--- src/flag_ops_pkg.sv ---
// Constants and types shared by the status-flag instruction block
`default_nettype none
package flag_ops_pkg;
    // Register byte offsets
    localparam logic [3:0] OFS_STATUS   = 4'h0;
    localparam logic [3:0] OFS_COMMAND  = 4'h4;
    localparam logic [3:0] OFS_GPR_SEL  = 4'h8;
    localparam logic [3:0] OFS_GPR_DATA = 4'hc;
    // Reset values
    localparam logic [7:0] STATUS_RST   = 8'h00;
    localparam logic [7:0] GPR_RST      = 8'h00;
    // Flag positions inside the status flags register
    localparam int FLAG_C = 0;
    localparam int FLAG_Z = 1;
    localparam int FLAG_N = 2;
    localparam int FLAG_V = 3;
    localparam int FLAG_S = 4;
    localparam int FLAG_H = 5;
    localparam int FLAG_T = 6;
    localparam int FLAG_I = 7;
    // Command word fields
    localparam int CMD_OP_LSB  = 0;
    localparam int CMD_REG_LSB = 8;
    localparam int CMD_BIT_LSB = 16;
    // Cycles that each instruction occupies
    localparam int INSN_CYCLES = 1;
    // Instruction codes
    localparam logic [4:0] OP_NO_OPERATION           = 5'h00;
    localparam logic [4:0] OP_BIT_TO_TRANSFER_FLAG   = 5'h01;
    localparam logic [4:0] OP_TRANSFER_FLAG_TO_BIT   = 5'h02;
    localparam logic [4:0] OP_SET_CARRY_FLAG         = 5'h03;
    localparam logic [4:0] OP_CLEAR_CARRY_FLAG       = 5'h04;
    localparam logic [4:0] OP_SET_NEGATIVE_FLAG      = 5'h05;
    localparam logic [4:0] OP_CLEAR_NEGATIVE_FLAG    = 5'h06;
    localparam logic [4:0] OP_SET_ZERO_FLAG          = 5'h07;
    localparam logic [4:0] OP_CLEAR_ZERO_FLAG        = 5'h08;
    localparam logic [4:0] OP_GLOBAL_INTERRUPT_ON    = 5'h09;
    localparam logic [4:0] OP_GLOBAL_INTERRUPT_OFF   = 5'h0a;
    localparam logic [4:0] OP_SET_SIGN_FLAG          = 5'h0b;
    localparam logic [4:0] OP_CLEAR_SIGN_FLAG        = 5'h0c;
    localparam logic [4:0] OP_SET_OVERFLOW_FLAG      = 5'h0d;
    localparam logic [4:0] OP_CLEAR_OVERFLOW_FLAG    = 5'h0e;
    localparam logic [4:0] OP_SET_TRANSFER_FLAG      = 5'h0f;
    localparam logic [4:0] OP_CLEAR_TRANSFER_FLAG    = 5'h10;
    localparam logic [4:0] OP_SET_HALF_CARRY_FLAG    = 5'h11;
    localparam logic [4:0] OP_CLEAR_HALF_CARRY_FLAG  = 5'h12;
    localparam logic [4:0] OP_SLEEP                  = 5'h13;
    localparam logic [4:0] OP_WATCHDOG_RESTART       = 5'h14;

    typedef struct packed {
        logic        read;
        logic        write;
        logic [3:0]  address;
        logic [31:0] writedata;
    } av_req_t;

    typedef struct packed {
        logic        waitrequest;
        logic [31:0] readdata;
    } av_rsp_t;
endpackage
`default_nettype wire

--- src/flag_ops.sv ---
// Status-flag, bit-transfer and control instruction block with Avalon-MM slave
//
// Behaviour
// - bit_to_transfer_flag copies chosen register bit into T, only T changes, one cycle.
// - transfer_flag_to_bit writes T into chosen register bit, flags unchanged, one cycle.
// - set_sign_flag / clear_sign_flag force S to one / zero, nothing else.
// - set_overflow_flag / clear_overflow_flag force V to one / zero, nothing else.
// - set_half_carry_flag / clear_half_carry_flag force H to one / zero, nothing else.
// - Sleep takes one cycle, keeps flags, raises a sleep request pulse.
// - watchdog_restart takes one cycle, keeps flags, raises a restart pulse.
`timescale 1ns/1ns
`default_nettype none
module flag_ops (
    // Clock and reset
    input  wire logic                 clk_in,
    input  wire logic                 rst_b_in,
    // Register bus
    input  wire flag_ops_pkg::av_req_t av_in,
    output var  flag_ops_pkg::av_rsp_t av_out,
    // Control pulses to sleep and watchdog logic
    output var  logic                 sleep_req_out,
    output var  logic                 wdt_restart_out
);
    import flag_ops_pkg::*;

    typedef struct packed {
        logic [7:0]       flags;
        logic [31:0][7:0] gpr;
        logic [4:0]       sel;
        logic             waitreq;
        logic [31:0]      rdata;
        logic             sleep;
        logic             restart;
    } state_t;

    state_t q_r;
    state_t q_nxt;
    logic   rst_meta_r;
    logic   rst_sync_r;

    function automatic logic pick_bit(input logic [7:0] val, input logic [2:0] idx);
        pick_bit = val[idx];
    endfunction

    // All ones except the flag one instruction owns; proves the other flags stay put
    function automatic logic [7:0] keep_mask(input int pos);
        keep_mask      = 8'hff;
        keep_mask[pos] = 1'b0;
    endfunction

    // Reset release through two flip-flops
    always_ff @(posedge clk_in or negedge rst_b_in) begin
        if (!rst_b_in) begin
            rst_meta_r <= 1'b0;
            rst_sync_r <= 1'b0;
        end else begin
            rst_meta_r <= 1'b1;
            rst_sync_r <= rst_meta_r;
        end
    end

    logic       req;
    logic       accept;
    logic [4:0] op;
    logic [4:0] reg_idx;
    logic [2:0] bit_idx;

    assign req     = av_in.read | av_in.write;
    // Answer one cycle after the request appears; waitrequest drops for exactly that cycle
    assign accept  = req & ~q_r.waitreq;
    assign op      = av_in.writedata[CMD_OP_LSB +: 5];
    assign reg_idx = av_in.writedata[CMD_REG_LSB +: 5];
    assign bit_idx = av_in.writedata[CMD_BIT_LSB +: 3];

    always_comb begin
        q_nxt       = q_r;
        q_nxt.sleep = 1'b0;
        q_nxt.restart = 1'b0;
        q_nxt.waitreq = ~(req & q_r.waitreq);
        if (req & q_r.waitreq) begin
            case (av_in.address)
                OFS_STATUS:   q_nxt.rdata = {24'h000000, q_r.flags};
                OFS_GPR_SEL:  q_nxt.rdata = {27'h0000000, q_r.sel};
                OFS_GPR_DATA: q_nxt.rdata = {24'h000000, q_r.gpr[q_r.sel]};
                default:      q_nxt.rdata = 32'h00000000;
            endcase
        end
        if (accept & av_in.write) begin
            case (av_in.address)
                OFS_STATUS:   q_nxt.flags = av_in.writedata[7:0];
                OFS_GPR_SEL:  q_nxt.sel = av_in.writedata[4:0];
                OFS_GPR_DATA: q_nxt.gpr[q_r.sel] = av_in.writedata[7:0];
                // Every instruction completes at the accepting edge, so each costs one cycle
                OFS_COMMAND: begin
                    case (op)
                        OP_BIT_TO_TRANSFER_FLAG:  q_nxt.flags[FLAG_T] = pick_bit(q_r.gpr[reg_idx], bit_idx);
                        OP_TRANSFER_FLAG_TO_BIT:  q_nxt.gpr[reg_idx][bit_idx] = q_r.flags[FLAG_T];
                        OP_SET_SIGN_FLAG:         q_nxt.flags[FLAG_S] = 1'b1;
                        OP_CLEAR_SIGN_FLAG:       q_nxt.flags[FLAG_S] = 1'b0;
                        OP_SET_OVERFLOW_FLAG:     q_nxt.flags[FLAG_V] = 1'b1;
                        OP_CLEAR_OVERFLOW_FLAG:   q_nxt.flags[FLAG_V] = 1'b0;
                        OP_SET_HALF_CARRY_FLAG:   q_nxt.flags[FLAG_H] = 1'b1;
                        OP_CLEAR_HALF_CARRY_FLAG: q_nxt.flags[FLAG_H] = 1'b0;
                        OP_SLEEP:                 q_nxt.sleep = 1'b1;
                        OP_WATCHDOG_RESTART:      q_nxt.restart = 1'b1;
                        OP_SET_CARRY_FLAG:        q_nxt.flags[FLAG_C] = 1'b1;
                        OP_CLEAR_CARRY_FLAG:      q_nxt.flags[FLAG_C] = 1'b0;
                        OP_SET_NEGATIVE_FLAG:     q_nxt.flags[FLAG_N] = 1'b1;
                        OP_CLEAR_NEGATIVE_FLAG:   q_nxt.flags[FLAG_N] = 1'b0;
                        OP_SET_ZERO_FLAG:         q_nxt.flags[FLAG_Z] = 1'b1;
                        OP_CLEAR_ZERO_FLAG:       q_nxt.flags[FLAG_Z] = 1'b0;
                        OP_GLOBAL_INTERRUPT_ON:   q_nxt.flags[FLAG_I] = 1'b1;
                        OP_GLOBAL_INTERRUPT_OFF:  q_nxt.flags[FLAG_I] = 1'b0;
                        OP_SET_TRANSFER_FLAG:     q_nxt.flags[FLAG_T] = 1'b1;
                        OP_CLEAR_TRANSFER_FLAG:   q_nxt.flags[FLAG_T] = 1'b0;
                        // Unknown codes behave as no_operation rather than trapping
                        default:                  q_nxt.flags = q_r.flags;
                    endcase
                end
                default: q_nxt.flags = q_r.flags;
            endcase
        end
    end

    always_ff @(posedge clk_in or negedge rst_sync_r) begin
        if (!rst_sync_r) begin
            q_r.flags   <= STATUS_RST;
            q_r.gpr     <= {32{GPR_RST}};
            q_r.sel     <= 5'h00;
            q_r.waitreq <= 1'b1;
            q_r.rdata   <= 32'h00000000;
            q_r.sleep   <= 1'b0;
            q_r.restart <= 1'b0;
        end else begin
            q_r <= q_nxt;
        end
    end

    // One assignment for the whole struct keeps a single driver on the bus response
    assign av_out          = '{waitrequest: q_r.waitreq, readdata: q_r.rdata};
    assign sleep_req_out   = q_r.sleep;
    assign wdt_restart_out = q_r.restart;

    // Checks
    logic cmd_go;
    assign cmd_go = accept & av_in.write & (av_in.address == OFS_COMMAND);
endmodule // flag_ops
`default_nettype wire

--- config.mk ---
export PLATFORM = sky130hd
export DESIGN_NAME = flag_ops
export DESIGN_NICKNAME = d
export VERILOG_FILES = /design/src/flag_ops_pkg.sv /design/src/flag_ops.sv
export SDC_FILE = /design/constraint.sdc
export NUM_CORES = 1
export LEC_CHECK = 0
export BUFFER_PORTS_ARGS = -buffer_cell sky130_fd_sc_hd__buf_2
export CAP_MARGIN = 10
export CORE_MARGIN = 1
export CORE_UTILIZATION = 50
export DETAILED_ROUTE_END_ITERATION = 8
export HOLD_SLACK_MARGIN = 0.06
export PLACE_DENSITY = 0.67
export SYNTH_ARGS = -nofsm -noshare
export SYNTH_HDL_FRONTEND = slang
export SYNTH_SLANG_ARGS = --single-unit
--- constraint.sdc ---
create_clock -name clk_in -period 16.51 [get_ports clk_in]
set_input_delay 3.302 -clock clk_in [delete_from_list [all_inputs] [get_ports clk_in]]
set_output_delay 3.302 -clock clk_in [all_outputs]
set_load 0.05 [all_outputs]
==> metrics.cfg, run 1 <==
[sta]
drv_slew = 0
fmax_mhz = 149
finalSetupViolations = 0
min_period_ns = 6.69
fin_skew_ns = 0.0194
period_share_pct = 40.5
rsz0062_at_grt = false
finalHoldViolCount = 0
tightest_slew_ns = 1.36
max-slew-margin-rel_pct = 9.08
fin_tns_setup_ns = 0

[power_and_ir_drop]
p_leak_nw = 9.09
irDropWorstVdd_mv = 0.0655
p_per_area_nw_per_um2 = 97.8

[global_routing]
gr-usage-met3_pct = 8.62
grt_pass1_wl_um = 119000
track_usage_pct = 38.4
antenna_found_initial = 2
met1_usage_pct = 52.5
top_usage_layer = met2
grt_max_degree = 149
overflow = 0
use_met2_pct = 57.5
first_global_vias = 18400

[layout]
area_growth_pct = 7.02
layout-drive-gt1-share_pct = 11.4
fillCellCount = 3548
stdcell_area_um2 = 21500
fin_nets = 2148

[logic_synthesis]
netlist_top_cells_area = dfrtp_1 35%, o221ai_1 9.8%, o21a_1 8.4%
synth_top_area_cell = dfrtp_1
async_flop_share_pct = 100
yosysSeqAreaShare_pct = 35.1
synth_cell_types = 61
synth_edf_count = 0
synth_seq_cells = 282
ys.warnings.count = 0
synth.top_cells.by_count = 296 x nor2_1, 281 x dfrtp_1, 266 x a21oi_1
synth-main-ff-cell = dfrtp_1
synthCells = 2201
synth_most_common_cell = nor2_1
avgSynthCellArea_um2 = 9.14
syn_area_um2 = 20100
synth_top_area_share_pct = 35.0

[worst_setup_path]
r2r.worst_path.cells = 7
ff2ff_setup_slack_ns = 12.32
critPathBufInv = 2
end_kind = flip-flop
crit_family = simple AND/OR/NAND/NOR gates
crit_slowest_cell = nor2b_1
cpPeakStageDelay_ns = 1.15
startpoint_type = input pin
r2r-start = q_r[35]
path_cells = buf_6, buf_4, nor2b_1, nand2_1, o221ai_1, o21a_1
crit_type = input pin to flip-flop
cp.required_ns = 17.02
critPathMaxFanout = 71
rr_endpoint = av_out[2]
critPathArrivalTime_ns = 7.20

[routing]
vias = 19900
drc = 0
viasPerCell = 7.47
first_pass_iters = 6
drt_iter0_drc = 3139
ant_nets = 0
wl_um = 79300
wl_per_cell_um = 29.8

[die]
fp.dieH_um = 203
die_w_um = 203
rows = 73
ios = 75
design.die.area_um2 = 41000
core_area_um2 = 39700
initial_utilization_pct = 50.6

[cts]
cts_hold_buf = 0
clk_path_buf_depth = 3
cts_root_buf = clkbuf_16
clock_sinks = 282
post_cts_buffers = 0
cts_tree = done
htree_levels = 2
clkLatencyLatePin_ns = 0.57
cts_buffers = 37
clkTransAtPathRegs_ns = 0.06
cts_resized = 0

[place]
port_buffers = 34
routabilityCongestion = 1.04
dpl-instance-area_um2 = 20300
dp.final_hpwl_um = 51900

[hold_path]
worstHoldStart = rst_meta_r
min_to = rst_sync_r
hold_depth = 0
worstHoldPathType = flip-flop to flip-flop

[flow_run]
max_cap_viol_count = 0

[status]
outcome = finished clean

## registers in the layout, indices dropped and copies added, names as in the netlist
signal,count
rst_meta_r,1
wdt_restart_out,1
rst_sync_r,1
av_out,9
q_r,269
sleep_req_out,1
## layout make-up
class                   instances  area (um^2)  share of cell area [%]
well taps                     525          657                    3.05
diodes                          1         2.50                  0.0116
flip-flops and latches        282         7070                    32.8
clock inverters                11          138                   0.639
repair buffers                 74          487                    2.26
clock buffers                  54         1100                    5.12
inverters                       1         3.75                  0.0174
multi-input cells            1712        12100                    56.1
## cell families after synthesis
| family | after synthesis | share of synthesized area, % |
|---|---|---|
| and+or+nand+nor | 568 | 12.5 |
| other | 2 | 0.0373 |
| xor gates and xnor gates | 1 | 0.0436 |
| DFF | 282 | 35.1 |
| AOI/OAI and AO/OA | 884 | 30.5 |
| muxes | 234 | 16.1 |
| buffers and inverters | 230 | 5.62 |
## power breakdown
| part | leakage, nW | internal [W] | switching, W |
|---|---|---|---|
| Sequential | 3.83 | 0.000753 | 0.0000800 |
| Clock | 0.615 | 0.000510 | 0.000331 |
| Combinational | 4.65 | 0.000156 | 0.000276 |
## placed cells by master (no fill, tap or decap), drive strengths merged, types with 4 or more instances in the layout
cell type,count
o221ai,224
or4b,4
nor2,297
o31ai,4
o22ai,103
o21ai,5
conb,25
a21oi,266
mux2,36
dfrtp,281
and2,8
nand2,163
nand4b,4
nand4bb,5
nor2b,9
o21a,224
nor4,16
and3,10
mux2i,134
nand4,4
nor3b,7
a221oi,7
a22o,16
clkbuf,55
nand2b,6
mux4,64
clkinv,6
a22oi,26
and3b,4
nor3,10
nand3,9
buf,73
## layer usage
layer | up-vias | share of wire (%)
met2 | 1515 | 44
met3 | 265 | 12
met4 | 2 | 5.6
li1 | 8315 | -
met5 | - | 0.015
met1 | 9774 | 39
## metrics by stage
step	setup slack [ns]	util [%]	power, W	std cells	hold slack, ns
finish	9.82	54.2	0.00211	2660	0.348
global placement	9.52	51.0	0.00124	2593	0.337
floorplan	8.07	-	0.00111	2224	0.331
CTS	10.06	54.1	0.00209	2658	0.352
global route	9.79	54.2	0.00215	2659	0.365
detailed placement	9.46	51.0	0.00125	2593	0.340
## how the worst max path moves through the flow
stage / to / slack, ns / cells past startpoint / from
after floorplan: av_out[0] / 8.07 / 0 / rst_sync_r
after global placement: q_r[192] / 9.52 / 8 / av_in[9]
after detailed placement: q_r[88] / 9.46 / 6 / av_in[9]
after CTS: q_r[88] / 10.06 / 6 / av_in[9]
after global routing: q_r[199] / 9.79 / 8 / av_in[9]
final: q_r[253] / 9.82 / 6 / av_in[9]
Note: power is estimated with default switching activity, not from simulation.
==> inputs of run 2 (changes only) <==
==> constraint.sdc (replaced) <==
create_clock -name clk_in -period 6.4 [get_ports clk_in]
set_input_delay 1.28 -clock clk_in [delete_from_list [all_inputs] [get_ports clk_in]]
set_output_delay 1.28 -clock clk_in [all_outputs]
set_load 0.05 [all_outputs]
==> run 2 against run 1 <==
Clock skew is 0.0030 ns higher. Combinational power grew to 2.6 times the previous value. First-iteration DRC count is 7.6% lower. Total power grew to 2.5 times the previous value. Sequential cell count stayed put. Sequential power grew to 2.6 times the previous value. Largest cell class unchanged. Largest power group is now sequential cells.
==> metrics.cfg, run 2 (same netlist as run 1, synthesis figures left out) <==
[layout]
area_growth_pct = 6.96
layout-drive-gt1-share_pct = 11.4
largest_reg_flops = 269
stdcell_area_um2 = 21500
fin_nets = 2151
final_common_cell = nor2_1
mostFrequentLayoutCells = 293 x nor2_1, 278 x dfrtp_1, 266 x a21oi_1
antenna-diode-count = 0
top_register = q_r

[cts]
clk_path_buf_depth = 3
clock_sinks = 282
clkLatencyLatePin_ns = 0.57
cts_resized = 0
cts_buffers = 37
cts_hold_buf = 0
clkTransAtPathRegs_ns = 0.05
htree_levels = 2
cts_root_buf = clkbuf_16
cts_tree = done
post_cts_buffers = 0

[sta]
max-slew-margin-rel_pct = 13.5
finalWorstSetupSlack_ns = 2.30
fin_skew_ns = 0.0225
min_period_ns = 4.10
period_share_pct = 64.0
fin_hold_ws_ns = 0.346
tightest_slew_ns = 1.29
fmax_mhz = 244
finalHoldViolCount = 0
fin_tns_setup_ns = 0
drv_slew = 0
rsz0062_at_grt = false
finalSetupViolations = 0

[die]
fp.dieH_um = 203
core_area_um2 = 39700
design.die.area_um2 = 41000
rows = 73
die_w_um = 203
initial_utilization_pct = 50.6
ios = 75

[worst_setup_path]
startpoint_type = input pin
crit_family = buffers and inverters
crit_slowest_cell = buf_4
crit_type = input pin to flip-flop
cp.required_ns = 6.89
path_cells = buf_2, nand2b_1, or3_4, buf_4, buf_4, nand2_1, nand2_1, nor2_1, o221ai_1, o21a_1
critPathMaxFanout = 81
critPathBufInv = 3
cpPeakStageDelay_ns = 0.77
critPathArrivalTime_ns = 4.59
end_kind = flip-flop

[routing]
first_pass_iters = 7
vias = 20000
ant_nets = 0
drt_iter0_drc = 2902
drc = 0
wl_um = 80700
viasPerCell = 7.51
wl_per_cell_um = 30.4

[flow_run]
max_cap_viol_count = 0

[global_routing]
overflow = 0
grt_pass1_wl_um = 122000
first_global_vias = 18800
track_usage_pct = 39.2
grt_max_degree = 175
antenna_found_initial = 1

[status]
outcome = finished clean

[hold_path]
worstHoldPathType = flip-flop to flip-flop

[power_and_ir_drop]
fin_total_pwr_w = 0.00534
irDropWorstVdd_mv = 0.176
p_leak_nw = 9.09
p_per_area_nw_per_um2 = 248

[place]
dp.final_hpwl_um = 52400
port_buffers = 34
routabilityCongestion = 1.04
dpl-instance-area_um2 = 20300
pre_cts_ws_ns = 1.91

run 2: changes by cell type in the layout (fill, tap and decap cells not counted), sizes merged:
cell    change
diode       -1
clkinv      -3
inv         -1
clkbuf      +2
bufinv      -3
buf         +4
run 2: where the power goes:
group / internal (W) / total, W / leakage, nW / switching, W
clock network: 0.00123 / 0.00207 / 0.584 / 0.000840
logic: 0.000403 / 0.00113 / 4.67 / 0.000725
registers: 0.00194 / 0.00214 / 3.83 / 0.000200
run 2: path summary, 6_finish.rpt:
kind | startpoint | slack (ns) | depth (start not counted) | end
max in group asynchronous | rst_sync_r | 4.39 | 2 | q_r[283]
hold / removal | rst_meta_r | 0.35 | 0 | rst_sync_r
min in group asynchronous | rst_b_in | 0.50 | 1 | rst_meta_r
setup reg to reg | q_r[35] | 2.56 | 8 | q_r[186]
setup / recovery | av_in[35] | 2.30 | 10 | q_r[117]
hold reg to reg | rst_meta_r | 0.35 | 0 | rst_sync_r
run 2: through the flow:
stage	cells	utilization [%]
floorplan	2224	-
global placement	2596	51.1
finish	2658	54.1
global route	2658	54.1
CTS	2657	54.1
detailed placement	2596	51.1
run 2: layout make-up:
type	count	area, um^2
flip-flops and latches	282	7070
fillers	3576	18200
well taps	525	657
inverters	1	3.75
multi-input cells	1712	12100
repair buffers	77	544
clock buffers	57	1150
clock inverters	4	23.8
run 2: metal layers:
metal  part of all wire (%)  GRT usage [%]  wire length (um)  up-vias
met5                  0.015              0                12        -
met4                    6.9           22.9              5540        2
met3                     12           10.5              9610      318
met2                     43           57.4             34300     1448
met1                     39           51.9             31200     9884
li1                       -              -                 -     8306
